==> src/hdl/serial_port_pkg.sv <==
package serial_port_pkg;

    localparam int ADDR_W = 8;
    localparam int DATA_W = 8;

    // Register offsets.
    localparam logic [7:0] OFS_SERIAL_CONTROL = 8'h98;
    localparam logic [7:0] OFS_POWER_CONTROL = 8'h8F;
    localparam logic [7:0] OFS_SERIAL_DATA = 8'h9A;
    localparam logic [7:0] OFS_STATION_ADDRESS = 8'hA9;
    localparam logic [7:0] OFS_STATION_MASK = 8'hB9;
    localparam logic [7:0] OFS_RX_BAUD_DIV = 8'h9C;
    localparam logic [7:0] OFS_TX_BAUD_DIV = 8'h9D;

    // Serial control register fields.
    localparam int SC_BIT7 = 7;
    localparam int SC_MODE_BIT1 = 6;
    localparam int SC_MULTIPROC = 5;
    localparam int SC_RX_ENABLE = 4;
    localparam int SC_TX_NINTH = 3;
    localparam int SC_RX_NINTH = 2;
    localparam int SC_TX_DONE = 1;
    localparam int SC_RX_DONE = 0;

    // Power control register field.
    localparam int PC_FRAME_CHECK = 6;

    // Reset values.
    localparam logic [7:0] RST_BYTE = 8'h00;
    localparam logic [7:0] RST_BAUD_DIV = 8'h00;

    // Bit timing: sixteen ticks per bit, sampled at the middle tick.
    localparam logic [3:0] TICK_LAST = 4'hF;
    localparam logic [3:0] TICK_MID = 4'h7;

    // Serial modes.
    localparam logic [1:0] MODE_SHIFT = 2'h0;
    localparam logic [1:0] MODE_UART8 = 2'h1;

    typedef enum logic [1:0] {
        RX_IDLE = 2'b00,
        RX_START = 2'b01,
        RX_DATA = 2'b11,
        RX_STOP = 2'b10
    } rx_state_t;

endpackage

==> src/hdl/serial_rx_if.sv <==
interface serial_rx_if;
    logic [7:0] div;
    logic nine_bit;
    logic enable;
    logic [7:0] data;
    logic ninth;
    logic stop_bit;
    logic data_pulse;
    logic stop_pulse;

    modport framer (input div, input nine_bit, input enable,
                    output data, output ninth, output stop_bit, output data_pulse, output stop_pulse);
    modport ctrl (output div, output nine_bit, output enable,
                  input data, input ninth, input stop_bit, input data_pulse, input stop_pulse);
endinterface

==> src/hdl/serial_rx_framer.sv <==
module serial_rx_framer (
    input wire logic mclk,
    input wire logic rst,
    input wire logic rxd,
    serial_rx_if.framer rx
);
    import serial_port_pkg::*;

    rx_state_t state_r;
    logic [7:0] presc_r;
    logic [3:0] sub_r;
    logic [3:0] bitn_r;
    logic [8:0] shift_r;
    logic [8:0] shift_nxt;
    logic tick;
    logic [3:0] last_bit;

    assign tick = (presc_r == rx.div);
    assign shift_nxt = {rxd, shift_r[8:1]};
    assign last_bit = rx.nine_bit ? 4'h8 : 4'h7;

    // Divides the clock down to sixteen ticks per bit.
    always_ff @(posedge mclk or posedge rst) begin
        if (rst) begin
            presc_r <= RST_BYTE;
        end else if (tick || state_r == RX_IDLE) begin
            presc_r <= RST_BYTE;
        end else begin
            presc_r <= presc_r + 8'h01;
        end
    end

    // Frame sequencer: start check at mid start bit, then one sample per bit.
    always_ff @(posedge mclk or posedge rst) begin
        if (rst) begin
            state_r <= RX_IDLE;
            sub_r <= 4'h0;
            bitn_r <= 4'h0;
            shift_r <= 9'h000;
            rx.data <= RST_BYTE;
            rx.ninth <= 1'b0;
            rx.stop_bit <= 1'b0;
            rx.data_pulse <= 1'b0;
            rx.stop_pulse <= 1'b0;
        end else begin
            rx.data_pulse <= 1'b0;
            rx.stop_pulse <= 1'b0;
            case (state_r)
                RX_IDLE: begin
                    sub_r <= 4'h0;
                    bitn_r <= 4'h0;
                    if (rx.enable && !rxd) begin
                        state_r <= RX_START;
                    end
                end
                RX_START: begin
                    if (tick) begin
                        sub_r <= sub_r + 4'h1;
                        if (sub_r == TICK_MID) begin
                            sub_r <= 4'h0;
                            state_r <= rxd ? RX_IDLE : RX_DATA;
                        end
                    end
                end
                RX_DATA: begin
                    if (tick) begin
                        sub_r <= sub_r + 4'h1;
                        if (sub_r == TICK_LAST) begin
                            shift_r <= shift_nxt;
                            bitn_r <= bitn_r + 4'h1;
                            if (bitn_r == last_bit) begin
                                rx.data <= rx.nine_bit ? shift_nxt[7:0] : shift_nxt[8:1];
                                rx.ninth <= rx.nine_bit ? shift_nxt[8] : 1'b0;
                                rx.data_pulse <= 1'b1;
                                state_r <= RX_STOP;
                            end
                        end
                    end
                end
                RX_STOP: begin
                    if (tick) begin
                        sub_r <= sub_r + 4'h1;
                        if (sub_r == TICK_LAST) begin
                            rx.stop_bit <= rxd;
                            rx.stop_pulse <= 1'b1;
                            state_r <= RX_IDLE;
                        end
                    end
                end
                default: begin
                    state_r <= RX_IDLE;
                end
            endcase
        end
    end

endmodule // serial_rx_framer

==> src/hdl/serial_port.sv <==
// Notes on behaviour
// - Stop-bit checking only in modes 1 to 3, and only with frame check enabled.
// - With checking on, a bad stop bit sets the framing error flag.
// - Framing error stays set until software clears it or reset; good frames never clear.
// - With checking on, receive-done rises at the stop bit, not the last data bit.
// - Control bit 7 is the framing error flag with checking on, else mode bit 0.
// - Address recognition is on while the multiprocessor enable bit is set, outside mode 0.
// - With recognition on, only matching address frames raise receive-done; others dropped.
// - Mode 1 with recognition: stop bit is the ninth bit; needs match and valid stop.
// - In mode 0 the multiprocessor enable bit has no effect at all.
// - Given address: station address with zero mask bits as don't-care.
// - Broadcast address: address OR mask, zero bits of that OR are don't-care.
// - An address frame is accepted on a given or broadcast match.
// - Reset clears station address and mask, so any address is accepted.
// - Asynchronous modes are full duplex, with separate transmit and receive baud rates.
// - Modes 2 and 3 store the ninth bit; mode 1 without recognition stores the stop bit.
//
// Decided for this implementation: the address-and-strobe port.
module serial_port (
    input wire logic mclk,
    input wire logic rst,
    input wire logic [serial_port_pkg::ADDR_W-1:0] addr,
    input wire logic [serial_port_pkg::DATA_W-1:0] wr_data,
    input wire logic wr_en,
    input wire logic rd_en,
    output logic [serial_port_pkg::DATA_W-1:0] rd_data,
    input wire logic rxd,
    output logic txd,
    output logic rx_done,
    output logic tx_done
);
    import serial_port_pkg::*;

    // Address match against one address byte and its mask.
    function automatic logic addr_match(input logic [7:0] rx_byte, input logic [7:0] adr, input logic [7:0] msk);
        addr_match = ((rx_byte ^ adr) & msk) == 8'h00;
    endfunction

    ////////////////////////////////////////////////////////////////////////////////
    // Registers.

    logic serial_mode_bit0_r;
    logic serial_mode_bit1_r;
    logic multiproc_enable_r;
    logic ren_r;
    logic tb8_r;
    logic rx_ninth_bit_r;
    logic ti_r;
    logic rx_done_flag_r;
    logic framing_error_flag_r;
    logic fce_r;
    logic [7:0] rx_buf_r;
    logic [7:0] station_address_r;
    logic [7:0] station_address_mask_r;
    logic [7:0] rx_div_r;
    logic [7:0] tx_div_r;
    logic [1:0] mode;
    logic mp_active;
    logic ctrl_wr;
    logic sw_data;
    logic [7:0] ctrl_view;

    serial_rx_if rx ();

    serial_rx_framer u_framer (
        .mclk(mclk),
        .rst(rst),
        .rxd(rxd),
        .rx(rx.framer)
    );

    assign mode = {serial_mode_bit0_r, serial_mode_bit1_r};
    assign mp_active = multiproc_enable_r && (mode != MODE_SHIFT);
    assign ctrl_wr = wr_en && (addr == OFS_SERIAL_CONTROL);
    assign sw_data = wr_en && (addr == OFS_SERIAL_DATA);
    assign ctrl_view = {fce_r ? framing_error_flag_r : serial_mode_bit0_r, serial_mode_bit1_r, multiproc_enable_r,
                        ren_r, tb8_r, rx_ninth_bit_r, ti_r, rx_done_flag_r};

    assign rx.div = rx_div_r;
    assign rx.nine_bit = mode[1];
    assign rx.enable = ren_r && (mode != MODE_SHIFT);

    ////////////////////////////////////////////////////////////////////////////////
    // Address recognition.

    logic [7:0] bcast_addr;
    logic given_hit;
    logic bcast_hit;
    logic addr_hit;
    logic addr_frame;
    logic use_stop;
    logic rx_event;
    logic rx_accept;

    assign bcast_addr = station_address_r | station_address_mask_r;
    assign given_hit = addr_match(rx.data, station_address_r, station_address_mask_r);
    assign bcast_hit = addr_match(rx.data, bcast_addr, bcast_addr);
    assign addr_hit = given_hit || bcast_hit;
    assign addr_frame = (mode == MODE_UART8) ? rx.stop_bit : rx.ninth;
    assign use_stop = fce_r || (mp_active && mode == MODE_UART8);
    assign rx_event = use_stop ? rx.stop_pulse : rx.data_pulse;
    assign rx_accept = rx_event && (!mp_active || (addr_frame && addr_hit));

    ////////////////////////////////////////////////////////////////////////////////
    // Control register and flags.

    always_ff @(posedge mclk or posedge rst) begin
        if (rst) begin
            serial_mode_bit0_r <= 1'b0;
            serial_mode_bit1_r <= 1'b0;
            multiproc_enable_r <= 1'b0;
            ren_r <= 1'b0;
            tb8_r <= 1'b0;
        end else if (ctrl_wr) begin
            if (!fce_r) begin
                serial_mode_bit0_r <= wr_data[SC_BIT7];
            end
            serial_mode_bit1_r <= wr_data[SC_MODE_BIT1];
            multiproc_enable_r <= wr_data[SC_MULTIPROC];
            ren_r <= wr_data[SC_RX_ENABLE];
            tb8_r <= wr_data[SC_TX_NINTH];
        end
    end

    // Hardware sets win over a software clear in the same cycle.
    always_ff @(posedge mclk or posedge rst) begin
        if (rst) begin
            framing_error_flag_r <= 1'b0;
        end else if (rx.stop_pulse && fce_r && !rx.stop_bit) begin
            framing_error_flag_r <= 1'b1;
        end else if (ctrl_wr && fce_r) begin
            framing_error_flag_r <= wr_data[SC_BIT7];
        end
    end

    always_ff @(posedge mclk or posedge rst) begin
        if (rst) begin
            rx_done_flag_r <= 1'b0;
        end else if (rx_accept) begin
            rx_done_flag_r <= 1'b1;
        end else if (ctrl_wr) begin
            rx_done_flag_r <= wr_data[SC_RX_DONE];
        end
    end

    always_ff @(posedge mclk or posedge rst) begin
        if (rst) begin
            rx_ninth_bit_r <= 1'b0;
        end else if (rx_accept && mode[1]) begin
            rx_ninth_bit_r <= rx.ninth;
        end else if (rx.stop_pulse && mode == MODE_UART8 && !mp_active) begin
            rx_ninth_bit_r <= rx.stop_bit;
        end else if (ctrl_wr) begin
            rx_ninth_bit_r <= wr_data[SC_RX_NINTH];
        end
    end

    always_ff @(posedge mclk or posedge rst) begin
        if (rst) begin
            rx_buf_r <= RST_BYTE;
        end else if (rx_accept) begin
            rx_buf_r <= rx.data;
        end
    end

    always_ff @(posedge mclk or posedge rst) begin
        if (rst) begin
            fce_r <= 1'b0;
            station_address_r <= RST_BYTE;
            station_address_mask_r <= RST_BYTE;
            rx_div_r <= RST_BAUD_DIV;
            tx_div_r <= RST_BAUD_DIV;
        end else if (wr_en) begin
            case (addr)
                OFS_POWER_CONTROL: fce_r <= wr_data[PC_FRAME_CHECK];
                OFS_STATION_ADDRESS: station_address_r <= wr_data;
                OFS_STATION_MASK: station_address_mask_r <= wr_data;
                OFS_RX_BAUD_DIV: rx_div_r <= wr_data;
                OFS_TX_BAUD_DIV: tx_div_r <= wr_data;
                default: ;
            endcase
        end
    end

    ////////////////////////////////////////////////////////////////////////////////
    // Transmitter.

    logic [10:0] tx_sh_r;
    logic [3:0] tx_left_r;
    logic [7:0] tx_presc_r;
    logic [3:0] tx_sub_r;
    logic tx_bit_end;

    assign tx_bit_end = (tx_presc_r == tx_div_r) && (tx_sub_r == TICK_LAST);

    always_ff @(posedge mclk or posedge rst) begin
        if (rst) begin
            tx_presc_r <= RST_BYTE;
            tx_sub_r <= 4'h0;
        end else if (tx_left_r == 4'h0 || tx_presc_r == tx_div_r) begin
            tx_presc_r <= RST_BYTE;
            tx_sub_r <= (tx_left_r == 4'h0) ? 4'h0 : tx_sub_r + 4'h1;
        end else begin
            tx_presc_r <= tx_presc_r + 8'h01;
        end
    end

    // Runs beside the receiver on its own divider.
    always_ff @(posedge mclk or posedge rst) begin
        if (rst) begin
            tx_sh_r <= 11'h7FF;
            tx_left_r <= 4'h0;
            txd <= 1'b1;
        end else if (tx_left_r == 4'h0) begin
            txd <= 1'b1;
            if (sw_data && mode != MODE_SHIFT) begin
                tx_sh_r <= mode[1] ? {1'b1, tb8_r, wr_data, 1'b0} : {2'b11, wr_data, 1'b0};
                tx_left_r <= mode[1] ? 4'hB : 4'hA;
                txd <= 1'b0;
            end
        end else if (tx_bit_end) begin
            tx_sh_r <= {1'b1, tx_sh_r[10:1]};
            tx_left_r <= tx_left_r - 4'h1;
            txd <= (tx_left_r == 4'h1) ? 1'b1 : tx_sh_r[1];
        end
    end

    always_ff @(posedge mclk or posedge rst) begin
        if (rst) begin
            ti_r <= 1'b0;
        end else if (tx_bit_end && tx_left_r == 4'h2) begin
            ti_r <= 1'b1;
        end else if (ctrl_wr) begin
            ti_r <= wr_data[SC_TX_DONE];
        end
    end

    ////////////////////////////////////////////////////////////////////////////////
    // Read port and flag outputs.

    always_ff @(posedge mclk or posedge rst) begin
        if (rst) begin
            rd_data <= RST_BYTE;
        end else if (rd_en) begin
            case (addr)
                OFS_SERIAL_CONTROL: rd_data <= ctrl_view;
                OFS_POWER_CONTROL: rd_data <= {1'b0, fce_r, 6'h00};
                OFS_SERIAL_DATA: rd_data <= rx_buf_r;
                OFS_STATION_ADDRESS: rd_data <= station_address_r;
                OFS_STATION_MASK: rd_data <= station_address_mask_r;
                OFS_RX_BAUD_DIV: rd_data <= rx_div_r;
                OFS_TX_BAUD_DIV: rd_data <= tx_div_r;
                default: rd_data <= RST_BYTE;
            endcase
        end else begin
            rd_data <= RST_BYTE;
        end
    end

    always_ff @(posedge mclk or posedge rst) begin
        if (rst) begin
            rx_done <= 1'b0;
            tx_done <= 1'b0;
        end else begin
            rx_done <= rx_done_flag_r;
            tx_done <= ti_r;
        end
    end
endmodule // serial_port

==> config.mk <==
export PLATFORM = sky130hd
export DESIGN_NAME = serial_port
export DESIGN_NICKNAME = d
export VERILOG_FILES = /design/src/hdl/serial_port_pkg.sv /design/src/hdl/serial_rx_if.sv /design/src/hdl/serial_rx_framer.sv /design/src/hdl/serial_port.sv
export SDC_FILE = /design/constraint.sdc
export NUM_CORES = 1
export LEC_CHECK = 0
export BUFFER_PORTS_ARGS = -buffer_cell sky130_fd_sc_hd__buf_4
export CORE_MARGIN = 2
export CORE_UTILIZATION = 55
export DETAILED_ROUTE_END_ITERATION = 6
export GPL_TIMING_DRIVEN = 0
export PLACE_DENSITY_LB_ADDON = 0.12
export SYNTH_ARGS = -nofsm -noshare
export SYNTH_HDL_FRONTEND = slang
export SYNTH_HIERARCHICAL = 1
export SYNTH_SLANG_ARGS = --single-unit
==> constraint.sdc <==
create_clock -name mclk -period 2.5 [get_ports mclk]
set_clock_uncertainty 0.05 [all_clocks]
set_input_delay 0.375 -clock mclk [delete_from_list [all_inputs] [get_ports mclk]]
set_output_delay 0.375 -clock mclk [all_outputs]
set_load 0.02 [all_outputs]
# Word level (Yosys, flattened, before mapping)
# Index checks and enable logic that the tools add are counted.
# W data, S select, Z words.
[op_classes]
n_div = 0
addsub = 6
n_mux = 56
bitwise = 6
order_cmp = 0
eq_ne = 29
multipliers = 0
n_shift = 0
reduce_logical = 50
[op_table]
columns = ["op", "n"]
rows = [
  ["$eq A8 B8 Y1 const B", 7],
  ["$pmux W8 S7", 1],
  ["$mux W4", 10],
  ["$mux W11", 3],
  ["$mux W8", 4],
  ["$mux W1", 25],
  ["$mux W2", 9],
  ["$ne A2 B1 Y1 const B", 9],
  ["$logic_and A1 B1 Y1", 17],
  ["$add A8 B1 Y8 const B", 2],
  ["$and A8 B8 Y8", 2],
  ["$eq A8 B8 Y1", 2],
  ["$logic_not A8 Y1", 2],
  ["$reduce_and A2 Y1", 8],
  ["$xor A8 B8 Y8", 2],
  ["$add A4 B1 Y4 const B", 3],
  ["$pmux W4 S3", 1],
  ["$reduce_bool A2 Y1", 6],
  ["$mux W10", 1],
  ["$reduce_and A3 Y1", 3],
  ["$eq A4 B4 Y1 const B", 2],
  ["$or A8 B8 Y8", 1],
  ["$pmux W2 S4", 1],
  ["$pmux W4 S2", 1],
  ["17 further kinds", 25],
]
[totals]
latchBits = 0
regBits = 127
input_bits = 21
out_inout_bits = 11
memories = 0
rom_bits = 0
ram_bits = 0

# Logic depth before layout (Yosys ltp)
# Gate-level depths: netlist of run 1.
[depth]
word_depth = 10
mapped_depth = 8

# Hierarchy
# The synthesis of run 1 kept the hierarchy.
[modules_own_cells]
columns = ["mod", "instances", "area_each_um2", "seq_area_each_um2", "cells_each"]
rows = [
  ["serial_port", 1, 4375.4, 2164.6, 381],
  ["serial_rx_framer", 1, 1924.3, 950.9, 168],
]

# Least setup slack after synthesis of run 1
# Ideal clock, no wire load.
[synth_timing]
kind = "reg-to-reg"
start = "register u_framer.presc_r[6]"
end = "register u_framer.sub_r[1]"
setup_slack_ns = 0.456
stages_incl_launch_ff = 6
t_arrival_ns = 1.866
path_buffers = 1
synth_period_minus_slack_ns = 2.044
path_cell_list = "dfrtp_1 > xor2_1 > or4_1 > clkbuf_1 > o21ai_2 > mux2_1"
[synth_between]
elab_chain_len = 3
word_cells_on_any_way = 4
classes_between = "eq/ne (3); reduce/logical (1)"
[synth_lines]
columns = ["item", "line_no", "text"]
rows = [
  ["start, declared", "serial_rx_framer.sv:10", "logic [7:0] presc_r;"],
  ["start signal, assigned", "serial_rx_framer.sv:29", "presc_r <= presc_r + 8'h01;"],
  ["$eq A8 B8 Y1 *", "serial_rx_framer.sv:18", "assign tick = (presc_r == rx.div);"],
  ["$ne A2 B1 Y1 (no line)", "-", ""],
  ["$reduce_and A2 Y1 (no line) *", "-", ""],
  ["end signal, assigned", "serial_rx_framer.sv:58", "sub_r <= sub_r + 4'h1;"],
  ["end signal, assigned", "serial_rx_framer.sv:67", "sub_r <= sub_r + 4'h1;"],
  ["end signal, assigned", "serial_rx_framer.sv:82", "sub_r <= sub_r + 4'h1;"],
  ["end, declared", "serial_rx_framer.sv:11", "logic [3:0] sub_r;"],
]
# Every way passes the cells marked *; elsewhere a longest branch is shown, timed or not.
# A chain may end at the register's enable or synchronous reset.

# Worst setup path in the final report of run 1
[layout_timing]
start = "register rx_div_r[1], in the netlist rx.div[1]"
end = "register u_framer.sub_r[1]"
[layout_between]
elab_chain_len = 3
word_cells_on_any_way = 4
classes_between = "eq/ne (3); reduce/logical (1)"
[layout_lines]
columns = ["item", "line_no", "text"]
rows = [
  ["start, declared", "serial_port.sv:55", "logic [7:0] rx_div_r;"],
  ["start signal, assigned", "serial_port.sv:178", "OFS_RX_BAUD_DIV: rx_div_r <= wr_data;"],
  ["$eq A8 B8 Y1 *", "serial_rx_framer.sv:18", ""],
  ["$ne A2 B1 Y1 (no line)", "-", ""],
  ["$reduce_and A2 Y1 (no line) *", "-", ""],
]
# Marked as above.

==> results of run 1 <==
-- cell usage in the layout (no fill, tap or decap), drive strengths merged, types with 10 or more instances in the layout --
cell type	synthesis	layout
dfrtp	114	114
mux2	84	84
nor2	47	47
nand2	46	46
buf	6	38
clkbuf	9	32
xor2	26	26
nand3	21	21
mux2i	17	17
a21oi	15	15
xnor2	14	14
inv	15	14
a22oi	10	10
dfstp	10	10
nor3	10	10
-- flip-flops by register name, indices dropped and copies added, names as in the netlist, 2 cells and up --
register / flops
station_address_r: 8
rx.div: 8
tx_sh_r: 9
tx_div_r: 8
u_framer/presc_r: 8
u_framer/bitn_r: 4
u_framer/sub_r: 4
station_address_mask_r: 8
u_framer/rx.data: 8
rd_data: 8
rx_buf_r: 8
u_framer/state_r: 2
u_framer/shift_r: 8
tx_sub_r: 4
tx_presc_r: 8
tx_left_r: 4
-- metal layers --
| metal | up-vias | global-route usage [%] |
|---|---|---|
| met1 | 2302 | 32.9 |
| met2 | 111 | 38.1 |
| li1 | 2086 | - |
| met5 | - | 0 |
| met4 | 0 | 10.4 |
| met3 | 23 | 5.41 |
-- per-stage QoR --
stage,instances,total power [mW],utilization (%)
floorplan,549,3.00,-
global placement,722,3.21,59.3
detailed placement,724,3.26,59.6
CTS,756,5.61,64.6
global route,756,5.85,64.7
finish,756,5.58,64.7
-- critical path, stage by stage, from the launching register on --
cell and delay (ns):
dfrtp_1 0.43, xor2_1 0.22, or4_1 0.52, clkbuf_1 0.19, o21ai_2 0.39, mux2_1 0.36
-- power by group through the flow --
stage / logic, mW / registers [mW] / clock network (mW)
detailed placement: 0.847 / 2.42 / 0
global route: 0.963 / 2.41 / 2.47
global placement: 0.797 / 2.41 / 0
floorplan: 0.626 / 2.38 / 0
finish: 0.848 / 2.39 / 2.35
CTS: 0.855 / 2.38 / 2.37
-- worst paths after layout --
| kind | startpoint | endpoint | slack [ns] | cells after the start |
|---|---|---|---|---|
| worst max-delay path | rx.div[1] | u_framer/sub_r[1] | 0.21 | 5 |
| min in group asynchronous | rst | tx_left_r[3] | 0.49 | 3 |
| max in group asynchronous | rst | tx_sh_r[6] | 1.10 | 5 |
| worst max register to register | rx.div[1] | u_framer/sub_r[1] | 0.21 | 5 |
| worst min register to register | rx_done_flag_r | rx_done | 0.37 | 0 |
| worst min-delay path | wr_data[3] | station_address_mask_r[3] | 0.20 | 2 |
-- what timing repair did --
action,4_1_cts,5_1_grt
buffers inserted,0,0
endpoints found under the hold margin,14,0
hold buffers,1,0
-- final cells by class --
class / instances / area (sq um) / share of cell area [%]
buffer: 15 / 87.6 / 1.20
clock buffer: 23 / 468 / 6.39
clock inverter: 8 / 92.6 / 1.26
inverter: 15 / 60.1 / 0.820
multi-input combinational: 395 / 3050 / 41.6
sequential: 124 / 3120 / 42.5
tap: 143 / 179 / 2.44
timing repair buffer: 33 / 275 / 3.76
-- cells by family after synthesis --
family                   Yosys count
AND/OR/NAND/NOR                  179
flip-flops                       124
multiplexers                     101
AO/OA/AOI/OAI                     67
XOR/XNOR                          40
buffers and inverters             30
adder cells (fa/ha/maj)            8
==> flow_summary_export.csv, run 1 <==
group,metric,value,unit
synthesis,muxShareOfSynthArea,18.7,%
die,dieHeight,111,microns
power_and_ir_drop,power_frac_clock,42.0,%
cells_and_area,drive_gt1_share,28.5,%
synthesis,synth_seq_cells,124,
cells_and_area,fill_cells,908,
power_and_ir_drop,p_switching,1.51,mW
synthesis,synth_fa_ha_area_share,1.59,%
critical_path,start_kind,"register",
power_and_ir_drop,pwr-share-comb,15.2,%
sta,hold_viol,0,
synthesis,synth_top_family_by_area,"multiplexers",
clock_tree,cts.htree.levels,4,
sta,tightest_slew,0.952,ns
synthesis,syn_avg_cell_area,11.5,sq um
die,start_util,55.6,%
synthesis,synth_compound_area_share,7.39,%
critical_path,worstPathArrival,2.54,ns
global_route,grtUsageTotal,24.3,%
cells_and_area,syn_to_final_growth,16.3,%
global_route,grt_pass1_wl,23600,microns
power_and_ir_drop,p_leak,3.52,nW
place,post-place-ws,-0.176,ns
routing,drt_wl_total,14200,microns
die,die_x,111,microns
sta,slew_viol_final,0,
cells_and_area,final_net_count,630,
place,dp_hpwl,10100,microns
sta,finalSetupTns,0,ns
routing,dr_total_vias,4522,
place,place_congestion,0.900,
synthesis,synth_edf_count,0,
synthesis,synth_ff_type,"dfrtp_1",
critical_path,required,2.75,ns
power_and_ir_drop,p_sw_share,27.1,%
clock_tree,clk_latency,0.42,ns
routing,highest_layer,"met4",
routing,via_per_inst,5.98,
routing,post_drt_wl_per_cell,18.7,microns
synthesis,synth-async-reset-ratio,100,%
worst_hold_path,hold_path.class,"in -> reg",
synthesis,synth_commonest_cells,"dfrtp_1, mux2_2, nor2_1",
clock_tree,cts_resized,0,
synthesis,syn_nets,578,
synthesis,syn_area,6300,sq um
routing,wl_met1,6470,microns
die,core,11300,sq um
synthesis,ys_warn_count,6,
die,rows,39,
synthesis,yosys.area.top_type,"dfrtp_1",
synthesis,post-synth-top-area-fraction,45.3,%
cells_and_area,n_antenna_cell,0,
power_and_ir_drop,seqPwrFrac,42.8,%
synthesis,synthXorXnorAreaFrac,5.56,%
clock_tree,cts_buffers,17,
die,top_level_ports,32,
synthesis,synth_simple_gate_area_share,15.1,%
sta,setup_slack,0.209,ns
synthesis,syn_inst,549,
synthesis,synth-seq-area-share,49.5,%
clock_tree,cts_buffer_depth,2,
place,port_buffers,30,
sta,min_period,2.29,ns
die,die-area,12300,sq um
flow_run,cap_violations,0,
sta,max-slew-margin-rel,36.0,%
clock_tree,clock_sinks,124,
critical_path,crit_fanout,10,
power_and_ir_drop,internal_power,4.07,mW
routing,wl_met3,590,microns
routing,drt-initial-drc-count,342,
routing,wl_met2,6790,microns
sta,fmaxAchievable,0.437,GHz
sta,whs,0.203,ns
global_route,grt_max_degree,44,
run_status,status,"completed",
power_and_ir_drop,ir_drop,0.000681,V
global_route,grt_pass1_vias,4595,
synthesis,yosysMostFrequentCell,"dfrtp_1",
synthesis,yosys-top-cells-area,"dfrtp_1, mux2_2, dfstp_2",
critical_path,path_class,"reg -> reg",
routing,postRouteAntennaNets,0,
cells_and_area,design_area,7320,sq um
sta,grt_setup_unrepaired,"no",
global_route,antenna_found_initial,0,
routing,firstDrtPassIters,4,
synthesis,synth_cell_types,63,
routing,route.detailed.drc,0,
sta,min_period_over_period,91.6,%
global_route,grt-ovfl-total,0,
sta,finalSetupViolCount,0,
power_and_ir_drop,powerDensity,762,nW/um^2
clock_tree,root_buffer,"clkbuf_16",
clock_tree,path_clk_slew,0.05,ns
critical_path,cp-end-kind,"register",
place,placed_area,6750,sq um
clock_tree,cts_tree,"done",
No activity file was read; power rests on OpenSTA's default activity.
==> inputs of run 2 (changes only) <==
--- a/config.mk
+++ b/config.mk
@@ -10,7 +10,7 @@
 export CORE_UTILIZATION = 55
 export DETAILED_ROUTE_END_ITERATION = 6
 export GPL_TIMING_DRIVEN = 0
-export PLACE_DENSITY_LB_ADDON = 0.12
+export PLACE_DENSITY = 0.75
 export SYNTH_ARGS = -nofsm -noshare
 export SYNTH_HDL_FRONTEND = slang
 export SYNTH_HIERARCHICAL = 1
==> run 2 against run 1 <==
  * Critical endpoint unchanged
  * Combinational power increased by 0.6%
  * Sequential share of layout area decreased by 0.087 points
  * Clock power about the same
  * Hold slack got worse by 0.0015 ns
  * Critical path type unchanged
  * Core utilization increased by 0.13 points
==> flow_summary_export.csv, run 2 (synthesis results as in run 1) <==
group,metric,value,unit
clock_tree,postCtsSetupBuffers,0,
routing,firstDrtPassIters,5,
clock_tree,ctsHoldBuffers,1,
cells_and_area,largest_reg_flops,9,
cells_and_area,top_register,"tx_sh_r",
sta,finalSetupViolCount,0,
sta,fmaxAchievable,0.437,GHz
global_route,grt_max_degree,45,
clock_tree,path_clk_slew,0.05,ns
cells_and_area,final_net_count,631,
clock_tree,cts_tree,"done",
cells_and_area,n_antenna_cell,0,
power_and_ir_drop,ir_drop,0.000634,V
place,placed_area,6780,sq um
critical_path,path_cells,"xor2_1 -> or4_1 -> clkbuf_1 -> o21ai_2 -> mux2_1",
critical_path,path_buf_inv,1,
sta,slew_viol_final,0,
sta,hold_viol,0,
routing,via_per_inst,5.77,
global_route,grtUsageTotal,24.5,%
die,rows,39,
routing,post_drt_wl_per_cell,18.4,microns
cells_and_area,final_common_cell,"dfrtp_1",
sta,max-slew-margin-rel,15.0,%
global_route,antenna_found_initial,0,
sta,min_period,2.29,ns
routing,route.detailed.drc,0,
sta,grt_setup_unrepaired,"no",
die,die-area,12300,sq um
clock_tree,cts.htree.levels,4,
worst_hold_path,hold_path.class,"in -> reg",
routing,postRouteAntennaNets,0,
clock_tree,clk_latency,0.42,ns
clock_tree,clock_sinks,124,
run_status,status,"completed",
place,port_buffers,30,
clock_tree,cts_buffer_depth,2,
critical_path,worstPathArrival,2.54,ns
die,top_level_ports,32,
global_route,grt_pass1_wl,23700,microns
critical_path,cp-end-kind,"register",
clock_tree,cts_buffers,17,
clock_tree,cts_resized,0,
die,start_util,55.6,%
routing,drt-initial-drc-count,336,
die,core,11300,sq um
critical_path,required,2.75,ns
clock_tree,root_buffer,"clkbuf_16",
sta,tightest_slew,1.26,ns
flow_run,cap_violations,0,
routing,drt_wl_total,14000,microns
die,die_x,111,microns
sta,min_period_over_period,91.5,%
critical_path,path_class,"reg -> reg",
power_and_ir_drop,p_leak,3.53,nW
sta,finalSetupTns,0,ns
routing,dr_total_vias,4376,
die,dieHeight,111,microns
critical_path,start_kind,"register",
cells_and_area,syn_to_final_growth,16.5,%
cells_and_area,drive_gt1_share,28.1,%
cells_and_area,mostFrequentLayoutCells,"dfrtp_1, mux2_2, nor2_1",
critical_path,slowest_stage,"or4_1",
critical_path,crit_family,"simple AND/OR/NAND/NOR gates",
power_and_ir_drop,powerDensity,758,nW/um^2
global_route,grt-ovfl-total,0,
global_route,grt_pass1_vias,4643,
critical_path,cpPeakStageDelay,0.52,ns
sta,whs,0.201,ns
critical_path,crit_fanout,10,
place,dp_hpwl,9810,microns
place,place_congestion,0.841,
cells_and_area,design_area,7340,sq um
power_and_ir_drop,total_power,5.56,mW
cells_and_area,fin_util,64.8,%
## run 2: changes by cell type in the layout (fill, tap and decap cells not counted)
cell	previous run	this run
buf_16	0	1
clkbuf_1	12	14
clkbuf_8	2	1
inv_1	13	14
inv_2	1	0
nor4_1	1	2
nor4_2	2	1
## run 2: final timing paths
| check | from | endpoint | slack, ns | cells after the start |
|---|---|---|---|---|
| max in group asynchronous | rst | u_framer/presc_r[5] | 1.29 | 4 |
| hold / removal | wr_data[3] | station_address_mask_r[3] | 0.20 | 2 |
| setup reg to reg | rx.div[1] | u_framer/sub_r[1] | 0.21 | 5 |
| hold reg to reg | rx_done_flag_r | rx_done | 0.36 | 0 |
| min in group asynchronous | rst | station_address_r[5] | 0.34 | 3 |
| setup / recovery | rx.div[1] | u_framer/sub_r[1] | 0.21 | 5 |
## run 2: area by class of cell
| type | count | area, sq um |
|---|---|---|
| fill | 859 | 3980 |
| sequential | 124 | 3120 |
| multi-input combinational | 395 | 3040 |
| clock buffer | 24 | 462 |
| timing repair buffer | 34 | 303 |
| tap | 143 | 179 |
| clock inverter | 8 | 92.6 |
| buffer | 15 | 87.6 |
| inverter | 15 | 60.1 |
## run 2: worst register-to-register path: cells and delay by family (launching register included)
kind            cells  cell delay [ns]
compound gates      1             0.40
xor+xnor            1             0.22
buf+inv             1             0.18
flops               1             0.43
mux                 1             0.37
simple gates        1             0.52
## run 2: report_power, final
part,switching (mW),internal (mW),total (mW)
clock,0.838,1.48,2.32
combinational,0.480,0.373,0.853
sequential,0.192,2.20,2.39
total,1.51,4.05,5.56
## run 2: metal layers
| metal | part of all wire, % | wire length [microns] | GRT usage [%] | up-vias |
|---|---|---|---|---|
| li1 | - | - | - | 2087 |
| met4 | 2.6 | 362 | 11.2 | 0 |
| met3 | 4.4 | 611 | 6.62 | 26 |
| met1 | 45 | 6330 | 32.2 | 2155 |
| met2 | 48 | 6660 | 38.2 | 108 |
| met5 | 0 | 0 | 0 | - |
## run 2: per-stage QoR
step                instances  worst slack, ns
floorplan                 549            0.456
global placement          722            0.156
detailed placement        725            0.144
CTS                       758            0.204
global route              758            0.116
finish                    758            0.214
==> inputs of run 3 (changes only) <==
--- a/config.mk
+++ b/config.mk
@@ -8,6 +8,7 @@
 export BUFFER_PORTS_ARGS = -buffer_cell sky130_fd_sc_hd__buf_4
 export CORE_MARGIN = 2
 export CORE_UTILIZATION = 55
+export CTS_BUF_LIST = sky130_fd_sc_hd__clkbuf_16
 export DETAILED_ROUTE_END_ITERATION = 6
 export GPL_TIMING_DRIVEN = 0
 export PLACE_DENSITY = 0.75
==> constraint.sdc (replaced) <==
create_clock -name mclk -period 2.5 [get_ports mclk]
set_clock_uncertainty 0.05 [all_clocks]
set_input_delay 0.375 -clock mclk [delete_from_list [all_inputs] [get_ports mclk]]
set_output_delay 0.375 -clock mclk [all_outputs]
set_load 0.05 [all_outputs]
==> run 3 against run 2 <==
  * Power down 0.65%
  * Sequential power is essentially flat
  * Via count rose by 0.39%
  * Sequential cell count did not move
  * Clock power fell by 3%
==> flow_summary_export.csv, run 3 (synthesis results as in run 1) <==
group,metric,value,unit
critical_path,slowest_stage,"or4_1",
critical_path,reg2reg_from,"rx.div[1]",
sta,min_period,2.29,ns
routing,dr_total_vias,4393,
sta,fmaxAchievable,0.436,GHz
die,top_level_ports,32,
cells_and_area,final_common_cell,"dfrtp_1",
sta,slew_viol_final,0,
place,place_congestion,0.841,
routing,firstDrtPassIters,5,
die,rows,39,
power_and_ir_drop,powerDensity,754,nW/um^2
clock_tree,postCtsSetupBuffers,0,
critical_path,r2r_end,"u_framer/sub_r[1]",
die,core,11300,sq um
sta,hold_viol,0,
sta,min_period_over_period,91.7,%
cells_and_area,multi_input_area,3040,sq um
routing,post_drt_wl_per_cell,18.4,microns
cells_and_area,drive_gt1_share,28.0,%
cells_and_area,stdcell_count,758,
critical_path,path_cells,"xor2_1 -> or4_1 -> clkbuf_1 -> o21ai_2 -> mux2_1",
place,placed_area,6780,sq um
cells_and_area,top_register,"tx_sh_r",
critical_path,required,2.75,ns
critical_path,path_buf_inv,1,
critical_path,crit_family,"simple AND/OR/NAND/NOR gates",
cells_and_area,regArea,3120,sq um
clock_tree,cts_buffer_depth,2,
clock_tree,clk_latency,0.42,ns
worst_hold_path,holdPathStages,2,
critical_path,rrSetupSlack,0.21,ns
critical_path,crit_fanout,10,
clock_tree,cts_buffers,17,
clock_tree,cts_tree,"done",
global_route,grt_pass1_vias,4649,
cells_and_area,design_area,7330,sq um
sta,grt_setup_unrepaired,"no",
cells_and_area,fin_util,64.7,%
global_route,grtUsageTotal,24.5,%
critical_path,cpPeakStageDelay,0.52,ns
cells_and_area,fill_cells,860,
critical_path,cp-end-kind,"register",
worst_hold_path,min_to,"station_address_mask_r[3]",
clock_tree,cts.htree.levels,4,
power_and_ir_drop,ir_drop,0.000635,V
global_route,grt_max_degree,45,
global_route,antenna_found_initial,0,
flow_run,cap_violations,0,
sta,whs,0.205,ns
routing,postRouteAntennaNets,0,
die,die_x,111,microns
sta,tightest_slew,1.29,ns
place,port_buffers,30,
place,dp_hpwl,9810,microns
clock_tree,ctsHoldBuffers,1,
global_route,grt_pass1_wl,23700,microns
sta,max-slew-margin-rel,13.2,%
die,die-area,12300,sq um
sta,finalSetupViolCount,0,
routing,drt-initial-drc-count,313,
run_status,status,"completed",
routing,via_per_inst,5.80,
worst_hold_path,hold_path.class,"in -> reg",
clock_tree,path_clk_slew,0.05,ns
power_and_ir_drop,p_leak,3.55,nW
place,dp_cells,725,
sta,finalSetupTns,0,ns
critical_path,rr_worst_depth,5,
cells_and_area,n_antenna_cell,0,
die,dieHeight,111,microns
cells_and_area,mostFrequentLayoutCells,"dfrtp_1, mux2_2, nor2_1",
critical_path,worstPathArrival,2.54,ns
clock_tree,root_buffer,"clkbuf_16",
worst_hold_path,min_from,"wr_data[3]",
clock_tree,cts_resized,0,
cells_and_area,largest_reg_flops,9,
critical_path,start_kind,"register",
cells_and_area,syn_to_final_growth,16.3,%
routing,drt_wl_total,14000,microns
global_route,grt-ovfl-total,0,
critical_path,path_class,"reg -> reg",
die,start_util,55.6,%
clock_tree,clock_sinks,124,
cells_and_area,final_net_count,631,
routing,route.detailed.drc,0,
run 3: metal layers:
metal	global-route usage [%]	share of wire [%]	vias to the layer above
met5	0	0	-
met4	11.2	2.7	0
met3	6.62	4.9	26
met2	38.3	48	123
met1	32.2	44	2153
li1	-	-	2091
run 3: cell type report:
cell class                 count  share of cell area (%)
sequential                   124                    42.5
multi-input combinational    395                    41.5
clock buffer                  17                    5.80
timing repair buffer          34                    4.13
tap                          143                    2.44
clock inverter                15                    1.62
buffer                        15                    1.19
inverter                      15                   0.819
run 3: worst max path at each step:
stage,start,to,cells after the start
finish,rx.div[1],u_framer/sub_r[1],5
global route,tx_left_r[0],tx_sh_r[6],8
CTS,rx.div[1],u_framer/sub_r[1],5
detailed placement,addr[5],rd_data[1],5
global placement,addr[5],rd_data[1],5
floorplan,u_framer/presc_r[6],u_framer/sub_r[1],5
run 3: power breakdown:
group / switching [mW] / internal, mW / total [mW]
clock: 0.835 / 1.42 / 2.26
sequential: 0.192 / 2.20 / 2.39
combinational: 0.502 / 0.374 / 0.875
total: 1.53 / 4.00 / 5.53
run 3: through the flow:
stage / power [mW] / setup WS [ns]
6_report: 5.53 / 0.208
5_1_grt: 5.79 / 0.117
4_1_cts: 5.58 / 0.203
3_5_place_dp: 3.29 / 0.144
3_3_place_gp: 3.21 / 0.156
2_1_floorplan: 3.02 / 0.456
